==> src/logic/socket_status_regs.svh <==
/*
  Register map constants for the socket present-state register bank.
  Assumes inclusion by bare name from design files under logic/.
*/
`ifndef SOCKET_STATUS_REGS_SVH
`define SOCKET_STATUS_REGS_SVH

`define OFS_EVENT 8'h00
`define OFS_MASK 8'h04
`define OFS_SNAPSHOT 8'h08
`define OFS_FORCE 8'h0C
`define OFS_CTRL 8'h10
`define OFS_HWCFG 8'h14

`define BIT_YY_SOCK 31
`define BIT_XX_SOCK 30
`define BIT_THREE_SOCK 29
`define BIT_FIVE_SOCK 28
`define BIT_VIDEO 27
`define BIT_RETEST 14
`define BIT_CARD_YY 13
`define BIT_CARD_FIVE 10
`define BIT_BADREQ 9
`define BIT_LOSS 8
`define BIT_NOTCARD 7
`define BIT_READY 6
`define BIT_CB 5
`define BIT_SIXTEEN 4
`define BIT_POWER 3
`define BIT_DET_B 2
`define BIT_DET_A 1
`define BIT_STS 0

`define CTRL_POWER_BIT 0
`define CTRL_VOLT_LSB 4
`define CTRL_VOLT_MSB 6

`define HWCFG_SOCK_THREE 1'b1
`define HWCFG_SOCK_FIVE 1'b1
`define HWCFG_RESET 4'h3

`define IDENT_TIME_NS 2000
`define IDENT_CYCLES (((`IDENT_TIME_NS) + 9) / 10)

`endif

==> src/logic/socket_status_pkg.sv <==
/*
  Types shared by the socket present-state bank.
  Assumes nothing beyond a SystemVerilog compiler.
*/
package socket_status_pkg;
  typedef enum logic [1:0] {
    IDLE,
    IDENTIFY,
    LATCH
  } ident_state_e;

  typedef logic [31:0] word_t;
endpackage

==> src/logic/socket_status_snapshot.sv <==
/*
  Socket present-state register bank with its event, mask, force-event
  and control neighbours, on an Avalon-MM slave with waitrequest.
  Assumes card pins synchronous to clock_i; card type and voltage
  sense results arrive as levels valid when interrogation ends.
*/
// Notes on behaviour
// - Force-event writes at 0Ch update the present-state contents only with all four byte enables set.
// - Card voltage and type fields change only at interrogation or on a force write.
// - Detect line changes during identification do not reach the register.
// - Bits 31 and 30 always read zero.
// - Bits 29 and 28 read set unless changed by a write at 14h.
// - Bit 27 shows video port support.
// - Bits 13 to 10 show the card's supported supply voltages.
// - Bit 9 flags an invalid supply request from software.
// - Bit 8 flags possible data loss on removal.
// - Bit 7 flags an unrecognised card until a valid one arrives.
// - Bit 6 shows the live ready/interrupt line.
// - Bit 5 flags a CardBus card until next interrogation.
// - Bit 4 flags a 16-bit card until next interrogation.
// - Bit 3 shows socket power, zero after reset.
// - Bits 2 and 1 mirror the detect lines.
// - Bit 0 mirrors the status-change line.
// - Force bits 13 to 4, except 6, copy into present-state.
// - Force bit 14 re-runs interrogation and refreshes the register.
// - Changes of bits 3 to 0 set socket event flags.
`timescale 1ns/1ps
`include "socket_status_regs.svh"

module socket_status_snapshot #(
  parameter int IDENT_CYCLES = `IDENT_CYCLES,
  parameter bit VIDEO_CAPABLE = 1'b0
) (
  input wire logic clock_i,
  input wire logic rst_b_i,
  input wire logic [7:0] avs_address_i,
  input wire logic avs_read_i,
  input wire logic avs_write_i,
  input wire logic [31:0] avs_writedata_i,
  input wire logic [3:0] avs_byteenable_i,
  output logic [31:0] avs_readdata_o,
  output logic avs_waitrequest_o,
  input wire logic detect_line_a_b_i,
  input wire logic detect_line_b_b_i,
  input wire logic status_change_line_i,
  input wire logic ready_irq_line_i,
  input wire logic [3:0] card_volt_sense_i,
  input wire logic card_is_cardbus_i,
  input wire logic card_is_sixteen_i,
  input wire logic card_unrecognised_i,
  input wire logic removal_loss_i,
  output logic [3:0] socket_event_o,
  output logic socket_powered_o
);

  // ===========================================================
  // Elaboration checks
  if (IDENT_CYCLES < 1 || IDENT_CYCLES > 65535) begin : g_bad_ident
    $error("IDENT_CYCLES out of range");
  end

  // ===========================================================
  // Bus handshake: one wait cycle then answer
  logic ack_ff;
  logic waitreq_ff;
  logic [31:0] rdata_ff;
  wire logic req = avs_read_i | avs_write_i;
  wire logic wr_take = avs_write_i & ack_ff;
  wire logic all_bytes = &avs_byteenable_i;
  // Address decode shared by the write strobes and the read mux
  wire logic hit_event = (avs_address_i == `OFS_EVENT);
  wire logic hit_mask = (avs_address_i == `OFS_MASK);
  wire logic hit_snapshot = (avs_address_i == `OFS_SNAPSHOT);
  wire logic hit_force = (avs_address_i == `OFS_FORCE);
  wire logic hit_ctrl = (avs_address_i == `OFS_CTRL);
  wire logic hit_hwcfg = (avs_address_i == `OFS_HWCFG);
  wire logic wr_event = wr_take & hit_event;
  wire logic wr_mask = wr_take & hit_mask;
  wire logic wr_force = wr_take & hit_force & all_bytes;
  wire logic wr_ctrl = wr_take & hit_ctrl;
  wire logic wr_hwcfg = wr_take & hit_hwcfg;

  // Waitrequest has its own flop so the port is registered, not inverted
  always_ff @(posedge clock_i) begin
    if (!rst_b_i) begin
      ack_ff <= 1'b0;
      waitreq_ff <= 1'b1;
    end else begin
      ack_ff <= req & ~ack_ff;
      waitreq_ff <= ~(req & ~ack_ff);
    end
  end

  assign avs_waitrequest_o = waitreq_ff;

  // ===========================================================
  // Interrogation sequencer
  logic ident_busy;
  logic ident_done;
  logic det_a_ff;
  logic det_b_ff;
  wire logic det_a_next = ident_busy ? det_a_ff : detect_line_a_b_i;
  wire logic det_b_next = ident_busy ? det_b_ff : detect_line_b_b_i;
  wire logic both_present = ~detect_line_a_b_i & ~detect_line_b_b_i;
  wire logic was_absent = det_a_ff & det_b_ff;
  // Insertion is seen only when both pins leave the empty state together
  wire logic insertion = both_present & was_absent & ~ident_busy;
  wire logic retest = wr_force & avs_writedata_i[`BIT_RETEST];
  wire logic start_ident = insertion | retest;

  card_ident_fsm #(
    .IDENT_CYCLES(IDENT_CYCLES)
  ) u_ident (
    .clock_i(clock_i),
    .rst_b_i(rst_b_i),
    .start_i(start_ident),
    .busy_o(ident_busy),
    .done_o(ident_done)
  );

  // ===========================================================
  // Socket capability and control
  logic [1:0] sock_cap_ff;
  logic video_ff;
  logic power_ff;
  logic [2:0] volt_sel_ff;

  // Selected voltage legal only if the card advertises it
  function automatic logic volt_invalid(input logic [2:0] sel, input logic [3:0] ok);
    case (sel)
      3'h0: volt_invalid = 1'b0;
      3'h2: volt_invalid = ~ok[0];
      3'h3: volt_invalid = ~ok[1];
      3'h4: volt_invalid = ~ok[2];
      3'h5: volt_invalid = ~ok[3];
      default: volt_invalid = 1'b1;
    endcase
  endfunction

  always_ff @(posedge clock_i) begin
    if (!rst_b_i) begin
      sock_cap_ff <= {`HWCFG_SOCK_THREE, `HWCFG_SOCK_FIVE};
    end else if (wr_hwcfg) begin
      sock_cap_ff <= avs_writedata_i[1:0];
    end
  end

  // Video support can only be claimed where the socket has the port
  always_ff @(posedge clock_i) begin
    if (!rst_b_i) begin
      video_ff <= 1'b0;
    end else if (wr_force) begin
      video_ff <= avs_writedata_i[`BIT_VIDEO] & VIDEO_CAPABLE;
    end
  end

  always_ff @(posedge clock_i) begin
    if (!rst_b_i) begin
      volt_sel_ff <= 3'h0;
      power_ff <= 1'b0;
    end else if (wr_ctrl) begin
      volt_sel_ff <= avs_writedata_i[`CTRL_VOLT_MSB:`CTRL_VOLT_LSB];
      power_ff <= avs_writedata_i[`CTRL_POWER_BIT];
    end
  end

  // ===========================================================
  // Present-state fields
  logic [3:0] card_ok_ff;
  logic bad_req_ff;
  logic loss_ff;
  logic not_card_ff;
  logic cb_ff;
  logic sixteen_ff;
  logic ready_ff;
  logic sts_ff;
  wire logic [31:0] fw = avs_writedata_i;
  wire logic [2:0] ctrl_sel = fw[`CTRL_VOLT_MSB:`CTRL_VOLT_LSB];
  wire logic nxt_bad_req = (wr_ctrl & volt_invalid(ctrl_sel, card_ok_ff))
                           | (bad_req_ff & ~(wr_ctrl & (ctrl_sel == 3'h0)));
  wire logic unrec_set = ident_done & card_unrecognised_i;
  wire logic valid_card = card_is_cardbus_i | card_is_sixteen_i;

  // Detect bits hold while busy, so a bouncing pin cannot leak in
  always_ff @(posedge clock_i) begin
    if (!rst_b_i) begin
      det_a_ff <= 1'b1;
      det_b_ff <= 1'b1;
      ready_ff <= 1'b0;
      sts_ff <= 1'b0;
    end else begin
      det_a_ff <= det_a_next;
      det_b_ff <= det_b_next;
      ready_ff <= ready_irq_line_i;
      sts_ff <= status_change_line_i;
    end
  end

  // A force write overrides an interrogation result landing at once
  always_ff @(posedge clock_i) begin
    if (!rst_b_i) begin
      card_ok_ff <= 4'h0;
      cb_ff <= 1'b0;
      sixteen_ff <= 1'b0;
    end else if (wr_force) begin
      card_ok_ff <= fw[`BIT_CARD_YY:`BIT_CARD_FIVE];
      cb_ff <= fw[`BIT_CB];
      sixteen_ff <= fw[`BIT_SIXTEEN];
    end else if (ident_done) begin
      card_ok_ff <= card_volt_sense_i;
      cb_ff <= card_is_cardbus_i;
      sixteen_ff <= card_is_sixteen_i;
    end
  end

  always_ff @(posedge clock_i) begin
    if (!rst_b_i) begin
      bad_req_ff <= 1'b0;
    end else if (wr_force) begin
      bad_req_ff <= fw[`BIT_BADREQ];
    end else begin
      bad_req_ff <= nxt_bad_req;
    end
  end

  // Hardware sets win over a force write of zero in the same cycle
  always_ff @(posedge clock_i) begin
    if (!rst_b_i) begin
      loss_ff <= 1'b0;
    end else if (wr_force) begin
      loss_ff <= fw[`BIT_LOSS] | removal_loss_i;
    end else if (removal_loss_i) begin
      loss_ff <= 1'b1;
    end
  end

  always_ff @(posedge clock_i) begin
    if (!rst_b_i) begin
      not_card_ff <= 1'b0;
    end else if (wr_force) begin
      not_card_ff <= fw[`BIT_NOTCARD] | unrec_set;
    end else if (unrec_set) begin
      not_card_ff <= 1'b1;
    end else if (ident_done & valid_card) begin
      not_card_ff <= 1'b0;
    end
  end

  // ===========================================================
  // Event and mask
  logic [3:0] mask_ff;
  logic [3:0] evt;
  wire logic [3:0] evt_level = {power_ff, det_b_ff, det_a_ff, sts_ff};
  // Force bits 3:0 set events without touching the mirrored levels
  wire logic [3:0] evt_force = {4{wr_force}} & fw[3:0];
  wire logic [3:0] evt_clear = {4{wr_event}} & fw[3:0];

  genvar gi;
  generate
    for (gi = 0; gi < 4; gi++) begin : g_evt
      edge_flag u_flag (
        .clock_i(clock_i),
        .rst_b_i(rst_b_i),
        .level_i(evt_level[gi]),
        .force_i(evt_force[gi]),
        .clear_i(evt_clear[gi]),
        .flag_o(evt[gi])
      );
    end
  endgenerate

  always_ff @(posedge clock_i) begin
    if (!rst_b_i) begin
      mask_ff <= 4'h0;
    end else if (wr_mask) begin
      mask_ff <= fw[3:0];
    end
  end

  // ===========================================================
  // Read mux
  wire logic [1:0] future_volt = 2'b00;
  wire logic [12:0] reserved_field = 13'h0000;
  wire logic [31:0] snapshot = {
    future_volt,
    sock_cap_ff,
    video_ff,
    reserved_field,
    card_ok_ff,
    bad_req_ff,
    loss_ff,
    not_card_ff,
    ready_ff,
    cb_ff,
    sixteen_ff,
    power_ff,
    det_b_ff,
    det_a_ff,
    sts_ff
  };
  wire logic [31:0] event_word = {28'h0000000, evt};
  wire logic [31:0] mask_word = {28'h0000000, mask_ff};
  wire logic [31:0] ctrl_word = {25'h0000000, volt_sel_ff, 3'h0, power_ff};
  wire logic [31:0] hwcfg_word = {30'h00000000, sock_cap_ff};
  wire logic [31:0] rd_mux =
    hit_event ? event_word :
    hit_mask ? mask_word :
    hit_snapshot ? snapshot :
    hit_ctrl ? ctrl_word :
    hit_hwcfg ? hwcfg_word :
    32'h00000000; // Snapshot writes fall through as no-ops
  // Read data is captured in the first request cycle and held until the next read
  wire logic rd_capture = avs_read_i & ~ack_ff;

  always_ff @(posedge clock_i) begin
    if (!rst_b_i) begin
      rdata_ff <= 32'h00000000;
    end else if (rd_capture) begin
      rdata_ff <= rd_mux;
    end
  end

  // ===========================================================
  // Outputs
  logic [3:0] evt_out_ff;
  // Mask gates only the event pins, never the event register itself
  wire logic [3:0] nxt_evt_out = evt & mask_ff;

  always_ff @(posedge clock_i) begin
    if (!rst_b_i) begin
      evt_out_ff <= 4'h0;
    end else begin
      evt_out_ff <= nxt_evt_out;
    end
  end

  assign avs_readdata_o = rdata_ff;
  assign socket_event_o = evt_out_ff;
  assign socket_powered_o = power_ff;

endmodule // socket_status_snapshot

==> src/logic/card_ident_fsm.sv <==
/*
  Card interrogation sequencer: runs on insertion or retest request,
  holds busy for a fixed identify window plus a latch cycle, pulsing done in the latch cycle.
  Assumes detect levels synchronous to clock_i.
*/
`timescale 1ns/1ps
`include "socket_status_regs.svh"

module card_ident_fsm #(
  parameter int IDENT_CYCLES = `IDENT_CYCLES
) (
  input wire logic clock_i,
  input wire logic rst_b_i,
  input wire logic start_i,
  output logic busy_o,
  output logic done_o
);

  if (IDENT_CYCLES < 1 || IDENT_CYCLES > 65535) begin : g_bad_cycles
    $error("IDENT_CYCLES must lie between 1 and 65535");
  end

  socket_status_pkg::ident_state_e state_ff;
  socket_status_pkg::ident_state_e nxt_state;
  logic [15:0] cnt_ff;
  logic [15:0] nxt_cnt;
  wire logic cnt_end = (cnt_ff == 16'(IDENT_CYCLES - 1));

  always_comb begin
    nxt_state = state_ff;
    nxt_cnt = cnt_ff;
    case (state_ff)
      socket_status_pkg::IDLE: begin
        nxt_cnt = 16'h0000;
        if (start_i) begin
          nxt_state = socket_status_pkg::IDENTIFY;
        end
      end
      socket_status_pkg::IDENTIFY: begin
        nxt_cnt = cnt_ff + 16'h0001;
        if (cnt_end) begin
          nxt_state = socket_status_pkg::LATCH;
        end
      end
      socket_status_pkg::LATCH: begin
        nxt_state = socket_status_pkg::IDLE;
      end
      default: begin
        nxt_state = socket_status_pkg::IDLE;
      end
    endcase
  end

  always_ff @(posedge clock_i) begin
    if (!rst_b_i) begin
      state_ff <= socket_status_pkg::IDLE;
      cnt_ff <= 16'h0000;
    end else begin
      state_ff <= nxt_state;
      cnt_ff <= nxt_cnt;
    end
  end

  assign busy_o = (state_ff != socket_status_pkg::IDLE);
  assign done_o = (state_ff == socket_status_pkg::LATCH);

endmodule // card_ident_fsm

==> src/logic/edge_flag.sv <==
/*
  Sticky change flag: set on a change of the watched level or a force,
  cleared by write-one; set wins over clear.
  Assumes all inputs synchronous to clock_i.
*/
`timescale 1ns/1ps

module edge_flag (
  input wire logic clock_i,
  input wire logic rst_b_i,
  input wire logic level_i,
  input wire logic force_i,
  input wire logic clear_i,
  output logic flag_o
);

  logic prev_ff;
  logic flag_ff;
  wire logic changed = (level_i != prev_ff);

  always_ff @(posedge clock_i) begin
    if (!rst_b_i) begin
      // Start from the watched level so leaving reset raises no false change
      prev_ff <= level_i;
      flag_ff <= 1'b0;
    end else begin
      prev_ff <= level_i;
      flag_ff <= (changed | force_i) | (flag_ff & ~clear_i);
    end
  end

  assign flag_o = flag_ff;

endmodule // edge_flag

==> config.mk <==
export PLATFORM = sky130hd
export DESIGN_NAME = socket_status_snapshot
export DESIGN_NICKNAME = d
export VERILOG_FILES = /design/src/logic/socket_status_pkg.sv /design/src/logic/socket_status_snapshot.sv /design/src/logic/card_ident_fsm.sv /design/src/logic/edge_flag.sv
export VERILOG_INCLUDE_DIRS = /design/src /design/src/logic
export SDC_FILE = /design/constraint.sdc
export NUM_CORES = 1
export LEC_CHECK = 0
export ABC_AREA = 1
export BUFFER_PORTS_ARGS = -buffer_cell sky130_fd_sc_hd__buf_4
export CAP_MARGIN = 20
export CORE_ASPECT_RATIO = 0.75
export CORE_MARGIN = 2
export CORE_UTILIZATION = 45
export DETAILED_ROUTE_END_ITERATION = 6
export GPL_ROUTABILITY_DRIVEN = 0
export HOLD_SLACK_MARGIN = 0.06
export PLACE_DENSITY_LB_ADDON = 0.05
export SYNTH_ARGS = -nofsm -noshare
export SYNTH_HDL_FRONTEND = slang
export SYNTH_SLANG_ARGS = --single-unit
==> constraint.sdc <==
create_clock -name clock_i -period 1.5 [get_ports clock_i]
set_input_delay 0.075 -clock clock_i [delete_from_list [all_inputs] [get_ports clock_i]]
set_output_delay 0.075 -clock clock_i [all_outputs]
set_load 0.01 [all_outputs]
==> impl_results.rst <==
.. list-table::
   :header-rows: 1

   * - Metric
     - Value
   * - Area growth, synth to finish
     - 34.1%
   * - Leak pwr
     - 2.05 nW
   * - Area taken by flip-flops and latches
     - 0.00143 sq mm
   * - # DRC
     - 0
   * - Vias
     - 3388
   * - Area share of the largest cell type after synthesis
     - 0.417
   * - Avg Synthesized Cell Area
     - 6.99 sq um
   * - Total Wirelength
     - 8470 um
   * - Hold WC Path Type
     - in2reg
   * - Maxcap violations
     - 0
   * - Grt ovf
     - 0
   * - Endpoint of the worst hold path
     - not_card_ff
   * - Sw power
     - 1.13 mW
   * - Seq cells post-synth
     - 71
   * - Status
     - finished, final reports clean
   * - P_int
     - 3.36 mW
   * - Root buffer cell
     - clkbuf_8
   * - Portion of total power attributed to combinational logic
     - 0.138
   * - Setup tns final
     - 0 ns
   * - Pre-Repair DR Iteration Count
     - 4
   * - Count of cell types in the netlist
     - 33
   * - Highest net fanout along the worst path
     - 5
   * - Die boundary height
     - 79.4 um
   * - Number of global-route vias before repair
     - 3121
   * - X dimension of the die
     - 105 um
   * - Sequential cell fraction of total power
     - 0.459
   * - Core area
     - 0.00733 sq mm
   * - Number of nets with antenna violations after routing
     - 0
   * - Wire length of the first global-routing pass
     - 14300 um
   * - Setup clock skew after layout
     - 0.00727 ns
   * - Total die area
     - 0.00830 sq mm
   * - Post-route setup slack
     - 0.116 ns
   * - Maximum number of pins on one net before global-route repair
     - 25
   * - Non-Filler Cell Area, Final
     - 0.00457 sq mm
   * - Initial antenna violation count
     - 0
   * - Max Clk Rate
     - 723 MHz
   * - Via-per-instance ratio
     - 4.81
   * - Post-route minimum period
     - 1.38 ns
   * - # nets final
     - 659
   * - Number of post-CTS setup repair buffers
     - 0
   * - Worst slack after detailed placement
     - 0.0802 ns
   * - Number of filler instances in the final layout
     - 703
   * - Most area-consuming cells after synthesis
     - dfxtp_1 42%, nand2_1 13%, nand3_1 8.4%
   * - Worst reg2reg path endpoint
     - u_ident.cnt_ff[11]
   * - Sequential area share after synthesis
     - 0.417
   * - Initial core utilization
     - 0.465
   * - Total area of multi-input combinational cells
     - 0.00168 sq mm
   * - All-Layer GR Usage
     - 0.218
   * - Total standard cell area after synthesis
     - 0.00341 sq mm
   * - Hold Path Origin
     - card_unrecognised_i
   * - Placement Rows
     - 27
   * - Clock tree from TritonCTS
     - yes
   * - Later-pin clock latency in the skew report
     - 0.35 ns
   * - Unrepaired setup endpoints after global routing
     - no
   * - Port Buffers
     - 64
   * - Maximum level of the CTS H-tree
     - 3
   * - Share of final-layout standard cells stronger than drive strength 1
     - 0.232
   * - Setup violators final
     - 0
   * - Arrival time worst endpoint
     - 1.67 ns
   * - Startpoint type of the worst setup path
     - register
   * - Switching part of the total
     - 0.252
   * - Critical path type
     - reg2reg
   * - Element type at the critical path end
     - register
   * - Number of failing hold endpoints at the final stage
     - 0
   * - Total count of max-transition violations in the final report
     - 0
   * - Standard cell area after detailed placement
     - 0.00406 sq mm
   * - Period utilization
     - 0.922
   * - Top-level port count
     - 98
   * - Detailed-placement wirelength estimate
     - 6480 um
   * - Iter 0 DRT Violations
     - 210
   * - Reg2reg setup slack
     - 0.12 ns
   * - Clock Pin Slew Worst Setup and Hold Paths
     - 0.07 ns
   * - Yosys top cell by area
     - dfxtp_1
   * - Hold Path Depth
     - 5
   * - Maximum count of clock buffers along a single path
     - 2
   * - Diode count
     - 0
   * - Path depth of the worst reg2reg path
     - 7
   * - Num CTS Buffers
     - 9
   * - Drt wl/cell
     - 12.0 um
   * - IR Drop Worst-Case VDD
     - 0.527 mV
   * - Clock network power share
     - 0.403
   * - Synth warn
     - 0
   * - Data required time of the critical path
     - 1.79 ns
   * - Number of cells produced by synthesis
     - 488
   * - Start of the worst register-to-register path
     - u_ident.cnt_ff[3]
   * - Clk sinks
     - 71
   * - Power per cell area
     - 981 mW/mm^2
[worst max-delay path by stage]
stage	start	end	slack, ns	depth (start not counted)
2_1_floorplan	u_ident.cnt_ff[0]	u_ident.cnt_ff[12]	0.18	8
3_3_place_gp	u_ident.cnt_ff[1]	u_ident.cnt_ff[12]	0.13	8
3_5_place_dp	u_ident.state_ff[1]	u_ident.state_ff[0]	0.08	6
4_1_cts	u_ident.cnt_ff[1]	u_ident.cnt_ff[12]	0.07	9
5_1_grt	u_ident.cnt_ff[3]	u_ident.cnt_ff[11]	0.005	7
6_report	u_ident.cnt_ff[3]	u_ident.cnt_ff[11]	0.12	7
[critical path: stages, from the launching register on]
cell and delay, ns:
dfxtp_1 0.42, nand2_2 0.12, nor2_1 0.14, nand2_1 0.08, nor2_2 0.18, nand2_1 0.10
o21ai_0 0.13, and3_1 0.15
[power groups by stage]
stage	Clock, mW	Sequential, mW	Combinational (mW)
3_5_place_dp	0	2.09	0.557
4_1_cts	1.84	2.05	0.609
5_1_grt	1.91	2.07	0.701
6_report	1.81	2.06	0.619
3_3_place_gp	0	2.09	0.545
2_1_floorplan	0	2.08	0.359
[registers in the layout (all words and copies together), names as in the netlist, 2 cells and up]
| signal | flops |
|---|---|
| avs_readdata_o | 16 |
| card_ok_ff | 4 |
| g_evt.u_flag.flag_o | 4 |
| g_evt.u_flag.prev_ff | 4 |
| mask_ff | 4 |
| sock_cap_ff | 2 |
| socket_event_o | 4 |
| u_ident.cnt_ff | 16 |
| u_ident.state_ff | 2 |
| volt_sel_ff | 3 |
[cell type report]
| class | instances | share of cell area |
|---|---|---|
| clock buffer | 10 | 0.0279 |
| clock inverter | 6 | 0.0238 |
| inverter | 58 | 0.0482 |
| multi-input combinational | 349 | 0.367 |
| sequential | 71 | 0.313 |
| tap | 101 | 0.0276 |
| timing repair buffer | 109 | 0.193 |
[metal layers]
layer | up-vias | GRT usage | wire length (um)
met2 | 94 | 0.353 | 3680
met5 | - | 0 | 0
li1 | 1757 | - | -
met3 | 5 | 0.0645 | 469
met1 | 1532 | 0.289 | 4270
met4 | 0 | 0.0486 | 46
[synth_stat cells]
cell	number
o21ai_0	19
nand2_1	119
inv_1	50
xnor2_1	4
nand4_1	6
nand3_1	57
ha_1	1
nor2_2	8
o21ai_1	1
inv_4	1
a32o_1	1
nor3_1	7
a31oi_1	4
nand3_4	1
buf_4	16
buf_2	3
nand3_2	2
dfxtp_1	71
clkbuf_1	4
xor2_1	1
nor3_4	2
nor2_4	5
nor2_1	53
conb_1	1
nand2_2	5
buf_1	1
and3_1	1
a21oi_1	32
a211oi_1	1
o21bai_1	2
inv_2	7
nand3b_1	1
buf_6	1
[cell families after synthesis]
family                     Yosys count  synth area share
xor gates and xnor gates             5            0.0128
other                                1           0.00110
DFF                                 71             0.417
AOI/OAI and AO/OA                   60            0.0932
adders and majority gates            1           0.00367
buffers and inverters               83             0.113
and+or+nand+nor                    267             0.359
[cells in the final DEF, fill, tap and decap left out, drive strengths merged]
| cell | netlist | final |
|---|---|---|
| xnor2 | 4 | 4 |
| dfxtp | 71 | 71 |
| xor2 | 1 | 1 |
| conb | 1 | 16 |
| nand3b | 1 | 1 |
| a31oi | 4 | 4 |
| o21bai | 2 | 2 |
| o21ai | 20 | 20 |
| nor2 | 66 | 66 |
| a21oi | 32 | 32 |
| clkinv | 0 | 3 |
| nand3 | 60 | 60 |
| inv | 58 | 58 |
| and3 | 1 | 1 |
| bufinv | 0 | 3 |
| a211oi | 1 | 1 |
| nor3 | 9 | 9 |
| nand4 | 6 | 6 |
| ha | 1 | 1 |
| nand2 | 124 | 124 |
| clkbuf | 4 | 10 |
| a32o | 1 | 1 |
| dlygate4sd3 | 0 | 25 |
| buf | 21 | 84 |
[metrics by stage]
stage	hold WS [ns]	cells	power [mW]	util
finish	0.0945	704	4.49	0.624
global route	0.124	704	4.68	0.624
CTS	0.0778	704	4.50	0.620
detailed placement	0.273	663	2.65	0.554
global placement	0.270	663	2.64	0.554
floorplan	0.173	503	2.43	-
[timing repair]
action,CTS,global route
resized for setup,0,12
hold buffers,25,0
setup endpoints to repair,0,10
hold endpoints to repair,27,0
Note: power is estimated with default switching activity, not from simulation.
